==> src/branch_exec_pkg.sv <==
// Shared constants, types and the branch target helper for the branch and bit-set group.
// Assumes one core clock where each edge advances one quarter (phase) of an instruction cycle.
// Function
// - Double the signed offset before adding.
// - Target is advanced counter plus twice offset.
// - Conditional offset is low byte, signed.
// - Not-negative branches only when negative clear.
// - Not-overflow decoded E5, branches when clear.
// - Nonzero branches only when zero flag clear.
// - Nonzero decoded from upper byte E1.
// - One word; one cycle, two when taken.
// - Taken: write counter in Q4, then idle.
// - Jump offset is signed eleven bits.
// - Jump decoded from top bits 11010.
// - Jump always two cycles, second idle.
// - Bit-set forces indexed bit of register.
// - Access flag zero selects access bank.
// - Access flag one uses bank select.
// - Not-negative decoded from upper byte E7.
package branch_exec_pkg;
    // Opcode patterns of the instructions this block executes.
    localparam logic [7:0] OPC_BRANCH_NOT_NEG = 8'hE7;
    localparam logic [7:0] OPC_BRANCH_NO_OVF = 8'hE5;
    localparam logic [7:0] OPC_BRANCH_NONZERO = 8'hE1;
    localparam logic [4:0] OPC_JUMP_ALWAYS = 5'h1A;
    localparam logic [3:0] OPC_SET_BIT = 4'h8;
    // Field positions inside the instruction word.
    localparam int SHORT_OFF_W = 8;
    localparam int LONG_OFF_W = 11;
    localparam int BIT_IDX_LSB = 9;
    localparam int ACCESS_FLAG_POS = 8;
    // Access bank layout: low half in the lowest bank, high half in the top bank.
    localparam logic [7:0] ACCESS_SPLIT = 8'h80;
    localparam logic [3:0] ACCESS_LOW_BANK = 4'h0;
    localparam logic [3:0] ACCESS_HIGH_BANK = 4'hF;
    // Default program counter width in bits.
    localparam int PC_W_DEFAULT = 21;

    // The four quarters of an instruction cycle.
    typedef enum logic [1:0]
    {
        PH_Q1 = 2'b00,
        PH_Q2 = 2'b01,
        PH_Q3 = 2'b10,
        PH_Q4 = 2'b11
    } q_phase_t;

    // Instruction classes this block recognises.
    typedef enum logic [1:0]
    {
        KIND_OTHER = 2'b00,
        KIND_COND = 2'b01,
        KIND_JUMP = 2'b10,
        KIND_SETBIT = 2'b11
    } instr_kind_t;

    // Status flags consumed by the conditional branches.
    typedef struct packed
    {
        logic negative;
        logic overflow;
        logic zero;
    } status_flags_t;

    // One register write: banked address and byte.
    typedef struct packed
    {
        logic [11:0] addr;
        logic [7:0] data;
    } reg_access_t;
endpackage : branch_exec_pkg

// Classifies an instruction word, evaluates its branch condition and computes the target.
// Purely combinational; the caller registers everything it uses.
module branch_target_calc
    import branch_exec_pkg::*;
#(
    parameter int PC_W = PC_W_DEFAULT
)
(
    input wire logic [15:0] word,
    input wire logic [PC_W-1:0] pc_next,
    input wire status_flags_t flags,
    output instr_kind_t kind,
    output logic cond_true,
    output logic [PC_W-1:0] target
);
    // Upper-byte and top-bit decodes.
    wire is_bnn = word[15:8] == OPC_BRANCH_NOT_NEG;
    wire is_branch_no_overflow = word[15:8] == OPC_BRANCH_NO_OVF;
    wire is_bnz = word[15:8] == OPC_BRANCH_NONZERO;
    wire is_jump = word[15:11] == OPC_JUMP_ALWAYS;
    wire is_setbit = word[15:12] == OPC_SET_BIT;
    wire is_cond = is_bnn | is_branch_no_overflow | is_bnz;

    // Sign-extended offsets in words.
    wire [PC_W-1:0] short_off = {{(PC_W-SHORT_OFF_W){word[SHORT_OFF_W-1]}},
                                 word[SHORT_OFF_W-1:0]};
    wire [PC_W-1:0] long_off = {{(PC_W-LONG_OFF_W){word[LONG_OFF_W-1]}},
                                word[LONG_OFF_W-1:0]};
    wire [PC_W-1:0] sel_off = is_jump ? long_off : short_off;
    // Words become bytes: shift left by one.
    wire [PC_W-1:0] byte_off = {sel_off[PC_W-2:0], 1'b0};

    // The counter already points past the branch, so add directly.
    assign target = pc_next + byte_off;

    // Each conditional branch is taken only on a clear flag.
    assign cond_true = (is_bnn & ~flags.negative)
                     | (is_branch_no_overflow & ~flags.overflow)
                     | (is_bnz & ~flags.zero);

    // Class priority does not matter: the patterns cannot overlap.
    assign kind = is_setbit ? KIND_SETBIT :
                  is_jump ? KIND_JUMP :
                  is_cond ? KIND_COND : KIND_OTHER;
endmodule : branch_target_calc

==> src/branch_and_bit_set_execute.sv <==
// Phase sequencer and execute stage for the relative branches and the bit-set instruction.
// Assumes the fetch path presents the word and the advanced counter during Q1,
// the flags are stable from same-clock logic, and read data returns by the end of Q2.
module branch_and_bit_set_execute
    import branch_exec_pkg::*;
#(
    parameter int PC_W = PC_W_DEFAULT,
    parameter int BANK_W = 4
)
(
    input wire logic mclk,
    input wire logic resetn,
    input wire logic [15:0] fetch_word,
    input wire logic [PC_W-1:0] pc_next,
    input wire status_flags_t flags,
    input wire logic [BANK_W-1:0] bank_select_reg,
    input wire logic [7:0] rd_data,
    output q_phase_t phase,
    output logic rd_en,
    output logic [11:0] rd_addr,
    output logic wr_en,
    output reg_access_t wr,
    output logic pc_load,
    output logic [PC_W-1:0] pc_target,
    output logic flush,
    output logic flags_we
);
    // Refuse shapes the address and target logic cannot serve, at elaboration.
    if (BANK_W != 4)
    begin : g_bad_bank
        $error("BANK_W must be 4 to form a 12-bit register address.");
    end
    if (PC_W < LONG_OFF_W + 2)
    begin : g_bad_pc
        $error("PC_W is too narrow for the long branch offset.");
    end

    // Phase counter, instruction register and captured counter.
    q_phase_t phase_ff;
    q_phase_t nxt_phase;
    logic [15:0] ir_ff;
    logic [PC_W-1:0] pc_ff;
    // Set while the idle second cycle of a taken branch runs.
    logic nop_ff;
    // Set when the latched instruction is to be executed.
    logic live_ff;
    // Branch decision taken in Q2 for use in Q4.
    logic take_ff;
    // Modified byte held from Q3 into Q4.
    logic [7:0] mod_ff;
    logic [11:0] addr_ff;
    // Read address formed from the incoming word so the file sees a flop, not a decode.
    // The bank select value is therefore taken at the end of Q1, one phase before the read.
    logic [11:0] rd_addr_ff;
    logic setbit_ff;
    // Registered output copies.
    logic rd_en_ff;
    logic wr_en_ff;
    logic pc_load_ff;
    logic [PC_W-1:0] target_ff;
    logic flush_ff;

    // Helper outputs for the latched word.
    instr_kind_t kind;
    logic cond_true;
    logic [PC_W-1:0] target;

    branch_target_calc #(
        .PC_W(PC_W)
    ) u_calc (
        .word(ir_ff),
        .pc_next(pc_ff),
        .flags(flags),
        .kind(kind),
        .cond_true(cond_true),
        .target(target)
    );

    // Register address of the arriving word: access bank splits at the midpoint, else banked.
    wire [7:0] f_addr = fetch_word[7:0];
    wire access_flag = fetch_word[ACCESS_FLAG_POS];
    wire [3:0] access_bank = (f_addr < ACCESS_SPLIT) ? ACCESS_LOW_BANK : ACCESS_HIGH_BANK;
    wire [3:0] eff_bank = access_flag ? bank_select_reg : access_bank;
    wire [11:0] eff_addr = {eff_bank, f_addr};

    // Bit index decoded to a one-hot mask.
    wire [2:0] bit_idx = ir_ff[BIT_IDX_LSB+2:BIT_IDX_LSB];
    wire [7:0] bit_mask = 8'h01 << bit_idx;
    // Other bits pass through unchanged from the byte just read.
    wire [7:0] set_byte = rd_data | bit_mask;

    // The branch is taken for every jump and for a true condition.
    wire do_branch = (kind == KIND_JUMP) | ((kind == KIND_COND) & cond_true);

    // Events keyed to the phase that is ending at this edge.
    wire end_q1 = phase_ff == PH_Q1;
    wire end_q2 = phase_ff == PH_Q2;
    wire end_q3 = phase_ff == PH_Q3;
    wire end_q4 = phase_ff == PH_Q4;

    // Phase advance: one quarter per edge, wrapping after Q4.
    always_comb
    begin
        unique case (phase_ff)
            PH_Q1: nxt_phase = PH_Q2;
            PH_Q2: nxt_phase = PH_Q3;
            PH_Q3: nxt_phase = PH_Q4;
            PH_Q4: nxt_phase = PH_Q1;
        endcase
    end

    // Phase counter.
    always_ff @(posedge mclk)
    begin
        if (!resetn)
        begin
            phase_ff <= PH_Q1;
        end
        else
        begin
            phase_ff <= nxt_phase;
        end
    end

    // Q1 decode: latch the word, marking it live unless this is the idle cycle of a branch.
    always_ff @(posedge mclk)
    begin
        if (!resetn)
        begin
            ir_ff <= 16'h0000;
            pc_ff <= '0;
            rd_addr_ff <= 12'h000;
            live_ff <= 1'b0;
        end
        else if (end_q1)
        begin
            ir_ff <= fetch_word;
            pc_ff <= pc_next;
            rd_addr_ff <= eff_addr;
            live_ff <= ~nop_ff;
        end
    end

    // Q2 read: register read is issued while Q2 runs; the flags are judged at its end.
    always_ff @(posedge mclk)
    begin
        if (!resetn)
        begin
            rd_en_ff <= 1'b0;
            addr_ff <= 12'h000;
            setbit_ff <= 1'b0;
            take_ff <= 1'b0;
        end
        else
        begin
            rd_en_ff <= end_q1 & ~nop_ff & (fetch_word[15:12] == OPC_SET_BIT);
            if (end_q2)
            begin
                addr_ff <= rd_addr_ff;
                setbit_ff <= live_ff & (kind == KIND_SETBIT);
                take_ff <= live_ff & do_branch;
            end
        end
    end

    // Q3 process: build the modified byte and the branch target.
    always_ff @(posedge mclk)
    begin
        if (!resetn)
        begin
            mod_ff <= 8'h00;
            target_ff <= '0;
        end
        else if (end_q2)
        begin
            mod_ff <= set_byte;
            target_ff <= target;
        end
    end

    // Q4 write: a single-phase strobe to the register file or counter.
    always_ff @(posedge mclk)
    begin
        if (!resetn)
        begin
            wr_en_ff <= 1'b0;
            pc_load_ff <= 1'b0;
        end
        else
        begin
            wr_en_ff <= end_q3 & setbit_ff;
            pc_load_ff <= end_q3 & take_ff;
        end
    end

    // A taken branch idles for exactly one following cycle; it never chains.
    always_ff @(posedge mclk)
    begin
        if (!resetn)
        begin
            nop_ff <= 1'b0;
            flush_ff <= 1'b0;
        end
        else if (end_q4)
        begin
            nop_ff <= take_ff & ~nop_ff;
            flush_ff <= take_ff & ~nop_ff;
        end
    end

    // The live flag and take flag must drop before the idle cycle's Q4.
    // This is already assured: live_ff is cleared in the idle cycle's Q1.

    // Outputs straight from flip-flops, except flags_we, which is tied low.
    assign phase = phase_ff;
    assign rd_en = rd_en_ff;
    // The read address stands from Q2 until the next word is latched.
    assign rd_addr = rd_addr_ff;
    assign wr_en = wr_en_ff;
    // One assignment for the whole write record keeps a single driver on the port.
    assign wr = '{addr: addr_ff, data: mod_ff};
    assign pc_load = pc_load_ff;
    assign pc_target = target_ff;
    assign flush = flush_ff;
    // None of these instructions touch the status flags.
    assign flags_we = 1'b0;
endmodule : branch_and_bit_set_execute

==> config.mk <==
export PLATFORM = sky130hd
export DESIGN_NAME = branch_and_bit_set_execute
export DESIGN_NICKNAME = d
export VERILOG_FILES = /design/src/branch_exec_pkg.sv /design/src/branch_and_bit_set_execute.sv
export SDC_FILE = /design/constraint.sdc
export NUM_CORES = 1
export LEC_CHECK = 0
export BUFFER_PORTS_ARGS = -buffer_cell sky130_fd_sc_hd__buf_4
export CORE_MARGIN = 2
export CORE_UTILIZATION = 55
export CTS_BUF_LIST = sky130_fd_sc_hd__clkbuf_4 sky130_fd_sc_hd__clkbuf_8
export DETAILED_ROUTE_END_ITERATION = 7
export PLACE_DENSITY = 0.9
export SLEW_MARGIN = 20
export SYNTH_ARGS = -nofsm -noshare
export SYNTH_HDL_FRONTEND = slang
export SYNTH_SLANG_ARGS = --single-unit
==> constraint.sdc <==
create_clock -name mclk -period 3.6 [get_ports mclk]
set_input_delay 0.18 -clock mclk [delete_from_list [all_inputs] [get_ports mclk]]
set_output_delay 0.18 -clock mclk [all_outputs]
set_load 0.02 [all_outputs]
==> flow_summary.toml, run 1 <==
[floorplanning]
core_area_um2 = 8220
ioPinCount = 114
start_util_pct = 56.6
rows = 33
fp.dieH_um = 96.0
die_w_um = 96.0
die_area_um2 = 9210

[cells_and_area]
drive_gt1_share_pct = 23.1
layout.nets = 665
area_growth_pct = 21.7
fin_cells = 694
stdcell_area_um2 = 5660
antenna_cells = 0
final_core_util_pct = 68.9

[placement]
place_congestion = 0.873
hpwlAfterDp_um = 7830
placed_cell_area_um2 = 5460
io_buffers = 112
dp_cells = 676

[power]
swShare_pct = 38.7
seqPwrFrac_pct = 39.1
power_density_nw_per_um2 = 609
power.total_w = 0.00345
p_switching_w = 0.00133
intPower_w = 0.00212
p_leak_nw = 2.63
clock_power_share_pct = 19.2
ir_drop_mv = 0.294
pwr-share-comb_pct = 41.7

[worst_setup_path]
crit_type = "reg2reg"
crit_path_start_kind = "flip-flop"
critical_path_arrival_ps = 3550
crit_path_end_kind = "flip-flop"
crit_required_ps = 3860
cp_max_fo = 10

[yosys]
synthCells = 496
synth_top_area_cell = "dfxtp_1"
synth.area.top_cells = "dfxtp_1 39%, mux2i_1 13%, nor2b_1 8.2%"
synthTopCellsByCount = "91 x dfxtp_1, 61 x nor2b_1, 60 x mux2i_1, 35 x a21oi_1, 26 x ha_1"
synth.distinct_cells = 57
synth.top_cell.area_share_pct = 39.2
async_flop_share_pct = 0
synth-edff-count = 0
yosys_warnings = 0
syn-mean-instance-area_um2 = 9.38
synth_most_common_cell = "dfxtp_1"
syn-num-nets = 577
synth_area_um2 = 4650
ys_seq_area_share_pct = 39.2
ys_seq_elements = 91
synthFlopType = "dfxtp_1"

[grt]
grt_overflow = 0
first_global_vias = 3589
grt_pass1_wl_um = 16900
antenna_found_initial = 0
grt_max_degree = 101
track_usage_pct = 23.4

[sta]
final_max_slew_viol_count = 0
grt_setup_unrepaired = "false"
tightestPinTransition_ps = 798
clock.fmax_ghz = 0.304
fin_crit_ps = 3290
hold_viol = 0
skew_ps = 12.4
slew_headroom_pct = 46.8
setup_violations = 0
post-route-period-util_pct = 91.4
setup-tns-final_ps = 0

[cts]
numClockSinks = 91
cts_buffers = 9
cts.repair.resized = 0
h-tree-depth = 3
cts.clk_slew.worst_paths_ps = 90
cts_tree = "yes"
clock_latency_ps = 370
clockBufferDepth = 2
ctsRootBufferMaster = "clkbuf_8"
cts_post_setup_buffers_inserted = 0
postCtsHoldBufs = 2

[detailed_routing]
drt_iter0_drc = 182
viasPerCell = 5.60
drc = 0
postRouteAntennaNets = 0
drt_wl_total_um = 10900
routedWlPerCell_um = 15.6
num_vias = 3884
firstDrtPassIters = 4

[hold_path]
hold_path.class = "in2reg"

[job]
drv_cap = 0

[run_status]
status = "complete, no violations"
## final cells by class
class                      count  area [um^2]
multi-input combinational    355         2610
fill                         662         2550
sequential                    91         1820
timing repair buffer         116          876
clock buffer                  12          153
tap                          105          131
inverter                      11         41.3
clock inverter                 4         33.8
## cell families (layout without fill, tap and decap cells)
| logic type | Yosys count | after routing | share of synthesized area (%) |
|---|---|---|---|
| AND/OR/NAND/NOR | 143 | 143 | 17.5 |
| AO/OA/AOI/OAI | 113 | 113 | 15.9 |
| flip-flops | 91 | 91 | 39.2 |
| multiplexers | 61 | 61 | 13.2 |
| buffers and inverters | 50 | 143 | 4.92 |
| adder cells (fa/ha/maj) | 27 | 27 | 7.43 |
| XOR/XNOR | 10 | 10 | 1.88 |
| other | 1 | 1 | 0.0806 |
## path summary, 6_finish.rpt
path | start | endpoint | slack (ps) | cells after the start
worst max register to register | ir_ff[12] | pc_target[14] | 310 | 10
worst min-delay path | fetch_word[5] | ir_ff[5] | 70 | 3
worst min register to register | setbit_ff | setbit_ff | 480 | 2
worst max-delay path | ir_ff[12] | pc_target[14] | 310 | 10
## cell usage in the layout, fill, tap and decap left out, types with 2 or more instances in the layout
| cell type | instances |
|---|---|
| buf_4 | 114 |
| dfxtp_1 | 91 |
| nor2b_1 | 61 |
| mux2i_1 | 60 |
| a21oi_1 | 35 |
| ha_1 | 24 |
| nand2_1 | 20 |
| o21ai_0 | 17 |
| a31oi_1 | 15 |
| nand3_1 | 14 |
| a21o_1 | 12 |
| inv_1 | 11 |
| nor2_1 | 11 |
| clkbuf_8 | 10 |
| nand4_1 | 7 |
| xnor2_1 | 7 |
| and2_1 | 6 |
| and3_1 | 5 |
| nor3_1 | 5 |
| o211ai_1 | 4 |
| nand3b_1 | 4 |
| o21a_1 | 4 |
| xor2_1 | 3 |
| a41o_1 | 2 |
| o2bb2ai_1 | 2 |
| o22ai_1 | 2 |
| nand4b_1 | 2 |
| o31ai_1 | 2 |
| o21ai_1 | 2 |
| o211a_1 | 2 |
| ha_2 | 2 |
| clkbuf_4 | 2 |
| inv_6 | 2 |
| dlygate4sd3_1 | 2 |
## power groups by stage
stage	Clock (W)	Combinational, W	Sequential (W)
global route	0.000719	0.00156	0.00137
detailed placement	0	0.00143	0.00137
finish	0.000663	0.00144	0.00135
global placement	0	0.00139	0.00135
CTS	0.000678	0.00144	0.00135
floorplan	0	0.000924	0.00145
## stage by stage
stage	worst slack [ps]	hold slack, ps
2_1_floorplan	730	256
3_3_place_gp	535	366
3_5_place_dp	376	367
4_1_cts	342	60.0
5_1_grt	98.3	65.3
6_report	310	70.0
## registers in the layout, summed over array words and instances (netlist names)
register,flops
addr_ff,12
flush,1
ir_ff,16
live_ff,1
mod_ff,8
pc_ff,21
pc_load,1
pc_target,21
phase,2
rd_addr,4
rd_en,1
setbit_ff,1
take_ff,1
wr_en,1
## critical path, stage by stage (launching register included)
cell,delay [ps]
dfxtp_1,380
nor2b_1,310
a31oi_1,180
a41oi_1,310
inv_1,270
ha_1,450
and3_1,200
a31oi_1,340
a31oi_1,180
or3_1,330
a32o_1,240
## routing by layer
metal	wire [um]	track usage (%)	part of all wire (%)
met1	4890	28.9	45
met2	5360	41.2	49
met3	475	4.62	4.4
met4	136	6.79	1.3
met5	0	0	0
Note: power is estimated with default switching activity, not from simulation.
==> run 2: changes to the inputs <==
- clock period: 3.6 -> 3.5 ns (I/O delays scaled with it)
==> flow_summary.toml, run 2 (same netlist as run 1, synthesis figures left out) <==
[run_status]
status = "complete, no violations"

[detailed_routing]
drc = 0
drt_iter0_drc = 113
firstDrtPassIters = 4
drt_wl_total_um = 10800
routedWlPerCell_um = 15.5
num_vias = 3860
postRouteAntennaNets = 0
viasPerCell = 5.56

[grt]
grt_overflow = 0
grt_max_degree = 101
antenna_found_initial = 0
grt_pass1_wl_um = 17000
first_global_vias = 3579
track_usage_pct = 23.5

[sta]
skew_ps = 7.54
setup_violations = 0
tightestPinTransition_ps = 805
clock.fmax_ghz = 0.307
setup-tns-final_ps = 0
hold_viol = 0
final_max_slew_viol_count = 0
grt_setup_unrepaired = "false"
fin_crit_ps = 3250
post-route-period-util_pct = 92.9
slew_headroom_pct = 46.4

[cells_and_area]
drive_gt1_share_pct = 23.4
final_core_util_pct = 69.0
fill_cells = 636
antenna_cells = 0
mostFrequentLayoutCells = "114 x buf_4, 91 x dfxtp_1, 60 x mux2i_1, 59 x nor2b_1, 35 x a21oi_1"
final_common_cell = "buf_4"
layout.nets = 665
fin_cells = 694
area_growth_pct = 21.8

[placement]
io_buffers = 112
hpwlAfterDp_um = 7770
dp_cells = 676
place_congestion = 0.883

[worst_setup_path]
r2r_slack_ps = 250
r2r_start = "ir_ff[12]"
crit_path_start_kind = "flip-flop"
reg2reg_to = "pc_target[14]"
reg2reg_depth = 10
crit_required_ps = 3750
timing.critical_path.to = "pc_target[14]"
setup.worst_path.start = "ir_ff[12]"
critical_path_arrival_ps = 3510
crit_type = "reg2reg"
cp_max_fo = 10
crit_path_end_kind = "flip-flop"

[power]
power_density_nw_per_um2 = 625
p_leak_nw = 2.63
ir_drop_mv = 0.312

[floorplanning]
fp.dieH_um = 96.0
ioPinCount = 114
die_w_um = 96.0
die_area_um2 = 9210
core_area_um2 = 8220
rows = 33
start_util_pct = 56.6

[hold_path]
hold_depth = 3
hold_path.class = "in2reg"

[cts]
cts_tree = "yes"
h-tree-depth = 3
cts.clk_slew.worst_paths_ps = 90
cts_post_setup_buffers_inserted = 0
ctsRootBufferMaster = "clkbuf_8"
cts_buffers = 9
clockBufferDepth = 2
numClockSinks = 91
clock_latency_ps = 350

[job]
drv_cap = 0
[run 2: area by class of cell]
cell class | count | area, um^2 | share of cell area, %
multi-input cells | 355 | 2610 | 46.1
flip-flops and latches | 91 | 1820 | 32.2
repair buffers | 116 | 876 | 15.5
clock buffers | 10 | 138 | 2.43
well taps | 105 | 131 | 2.32
clock inverters | 6 | 47.5 | 0.839
inverters | 11 | 41.3 | 0.729
[run 2: through the flow]
stage / hold WS, ps / instance area (um^2) / total power (W) / worst slack [ps]
final: 71.2 / 5670 / 0.00354 / 247
after global routing: 74.5 / 5670 / 0.00375 / 39.1
after CTS: 62.9 / 5660 / 0.00355 / 211
after detailed placement: 362 / 5460 / 0.00288 / 230
after global placement: 361 / 5460 / 0.00282 / 433
after floorplan: 251 / 4650 / 0.00244 / 630
[run 2: worst min path at each step]
stage,startpoint,endpoint
CTS,pc_next[18],pc_ff[18]
detailed placement,fetch_word[13],rd_en
floorplan,fetch_word[12],rd_en
finish,pc_next[18],pc_ff[18]
global placement,fetch_word[12],rd_en
global route,pc_next[18],pc_ff[18]
[run 2: critical path, stage by stage, from the launching register on]
cell	delay, ps
dfxtp_1	380
nor2b_2	260
a31oi_1	160
a41oi_1	310
inv_1	270
ha_1	450
and3_1	210
a31oi_1	330
a31oi_1	190
or3_1	340
a32o_1	240
[run 2: what timing repair did]
action | in CTS | in global routing
setup endpoints to repair | 0 | 3
hold endpoints to repair | 1 | 0
hold buffers | 2 | 0
resized for setup | 0 | 2
[run 2: power breakdown]
group	switching [W]	internal [W]
Clock	0.000388	0.000285
Sequential	0.000152	0.00123
Combinational	0.000834	0.000649
Total	0.00137	0.00217
[run 2: metal layers]
metal  vias to the layer above  routed length [um]  track usage [%]
met5                         -                   0                0
met4                         0                 124             7.50
met3                        12                 545             3.37
met2                       114                5200             40.7
met1                      1801                4900             30.1
li1                       1933                   -                -
==> run 3: changes to the inputs <==
--- a/config.mk
+++ b/config.mk
@@ -8,2 +8,3 @@
 export BUFFER_PORTS_ARGS = -buffer_cell sky130_fd_sc_hd__buf_4
+export CAP_MARGIN = 20
 export CORE_MARGIN = 2
==> constraint.sdc (replaced) <==
create_clock -name mclk -period 3.5 [get_ports mclk]
set_input_delay 0.35 -clock mclk [delete_from_list [all_inputs] [get_ports mclk]]
set_output_delay 0.35 -clock mclk [all_outputs]
set_load 0.02 [all_outputs]
==> flow_summary.toml, run 3 (same netlist as run 1, synthesis figures left out) <==
[run_status]
status = "complete, no violations"

[detailed_routing]
postRouteAntennaNets = 0
drt_wl_total_um = 10700
firstDrtPassIters = 4
viasPerCell = 5.62
drc = 0
routedWlPerCell_um = 15.4
drt_iter0_drc = 201
num_vias = 3896

[power]
p_leak_nw = 2.64
p_switching_w = 0.00137
clock_power_share_pct = 22.2
pwr-share-comb_pct = 40.1
swShare_pct = 37.2
ir_drop_mv = 0.311
intPower_w = 0.00231
seqPwrFrac_pct = 37.6
power_density_nw_per_um2 = 645

[sta]
post-route-period-util_pct = 94.3
hold_viol = 0
layout_setup_ws_ps = 199
grt_setup_unrepaired = "false"
slew_headroom_pct = 59.3
tightestPinTransition_ps = 610
fin_crit_ps = 3300
setup-tns-final_ps = 0
final_max_slew_viol_count = 0
clock.fmax_ghz = 0.303
hold_ws_ps = 163
setup_violations = 0
skew_ps = 13.3

[floorplanning]
start_util_pct = 56.6
die_w_um = 96.0
core_area_um2 = 8220
die_area_um2 = 9210
rows = 33
fp.dieH_um = 96.0
ioPinCount = 114

[worst_setup_path]
crit_path_frequent_cell = "a31oi_1"
crit_required_ps = 3750
crit_type = "reg2reg"
crit_path_start_kind = "flip-flop"
crit_cells = 10
cp_num_buf_inv = 1
critical_path_arrival_ps = 3550
crit_path_cell_trace = "nor2b_1, a31oi_1, a41oi_1, inv_1, ha_1, and3_1, a31oi_1, a31oi_1, or3_1, a32o_1"
slowest_stage = "ha_1"
crit_path_end_kind = "flip-flop"
max_stage_delay_ps = 450
reg2reg_depth = 10
cp_max_fo = 10
critPathTopFamily = "compound AO/OA/AOI/OAI gates"

[cts]
ctsRootBufferMaster = "clkbuf_8"
cts_buffers = 9
clock_latency_ps = 360
clockBufferDepth = 2
postCtsHoldBufs = 0
numClockSinks = 91
h-tree-depth = 3
cts_tree = "yes"
cts.clk_slew.worst_paths_ps = 100
cts.repair.resized = 0
cts_post_setup_buffers_inserted = 0

[cells_and_area]
layout.nets = 664
regArea_um2 = 1820
final_common_cell = "buf_4"
fill_cells = 633
multi_input_comb_area_um2 = 2610
mostFrequentLayoutCells = "115 x buf_4, 91 x dfxtp_1, 61 x nor2b_1, 60 x mux2i_1, 35 x a21oi_1"
drive_gt1_share_pct = 23.3
fin_cells = 693
antenna_cells = 0
area_growth_pct = 22.5

[placement]
io_buffers = 112
hpwlAfterDp_um = 7880
dp_cells = 677
dpl_worst_slack_ps = 309
place_congestion = 0.889

[grt]
antenna_found_initial = 0
grt_max_degree = 80
grt_overflow = 0
track_usage_pct = 23.7
first_global_vias = 3714
grt_pass1_wl_um = 17400

[job]
drv_cap = 0

[hold_path]
hold_path.class = "in2reg"
hold_depth = 2
run 3: cell types whose count changed in the layout (fill, tap and decap cells not counted):
| cell | change |
|---|---|
| bufinv_16 | +2 |
| clkinv_2 | -2 |
| dlygate4sd3_1 | -2 |
| nor2b_1 | +2 |
| nor2b_2 | -2 |
| buf_4 | +1 |
| clkinv_4 | -1 |
| clkinvlp_4 | +1 |
run 3: through the flow:
step	utilization [%]	area (um^2)	power, W
6_report	69.3	5700	0.00367
5_1_grt	69.3	5700	0.00389
4_1_cts	69.3	5700	0.00369
3_5_place_dp	66.5	5460	0.00288
3_3_place_gp	66.5	5460	0.00283
2_1_floorplan	-	4650	0.00244
run 3: layer usage:
metal	wire, um	track usage, %
met2	5230	42.0
met5	0	0
met4	143	7.38
met1	4770	29.5
met3	556	3.45
run 3: final cells by class:
class	count	area share (%)
inverters	11	0.725
multi-input cells	355	45.7
clock inverters	6	1.69
clock buffers	10	2.42
flip-flops and latches	91	32.0
well taps	105	2.31
repair buffers	115	15.2
run 3: power by group through the flow:
stage	clock network (W)	logic [W]	registers, W
final	0.000817	0.00147	0.00138
after global routing	0.000874	0.00161	0.00140
after CTS	0.000830	0.00148	0.00138
after detailed placement	0	0.00148	0.00140
after global placement	0	0.00143	0.00139
after floorplan	0	0.000950	0.00149
run 3: final timing paths:
path                                startpoint            end  slack, ps
worst min register to register   pc_target[15]  pc_target[15]        480
worst max register to register       ir_ff[12]  pc_target[14]        200
worst min-delay path            fetch_word[12]          rd_en        160
worst max-delay path                 ir_ff[12]  pc_target[14]        200
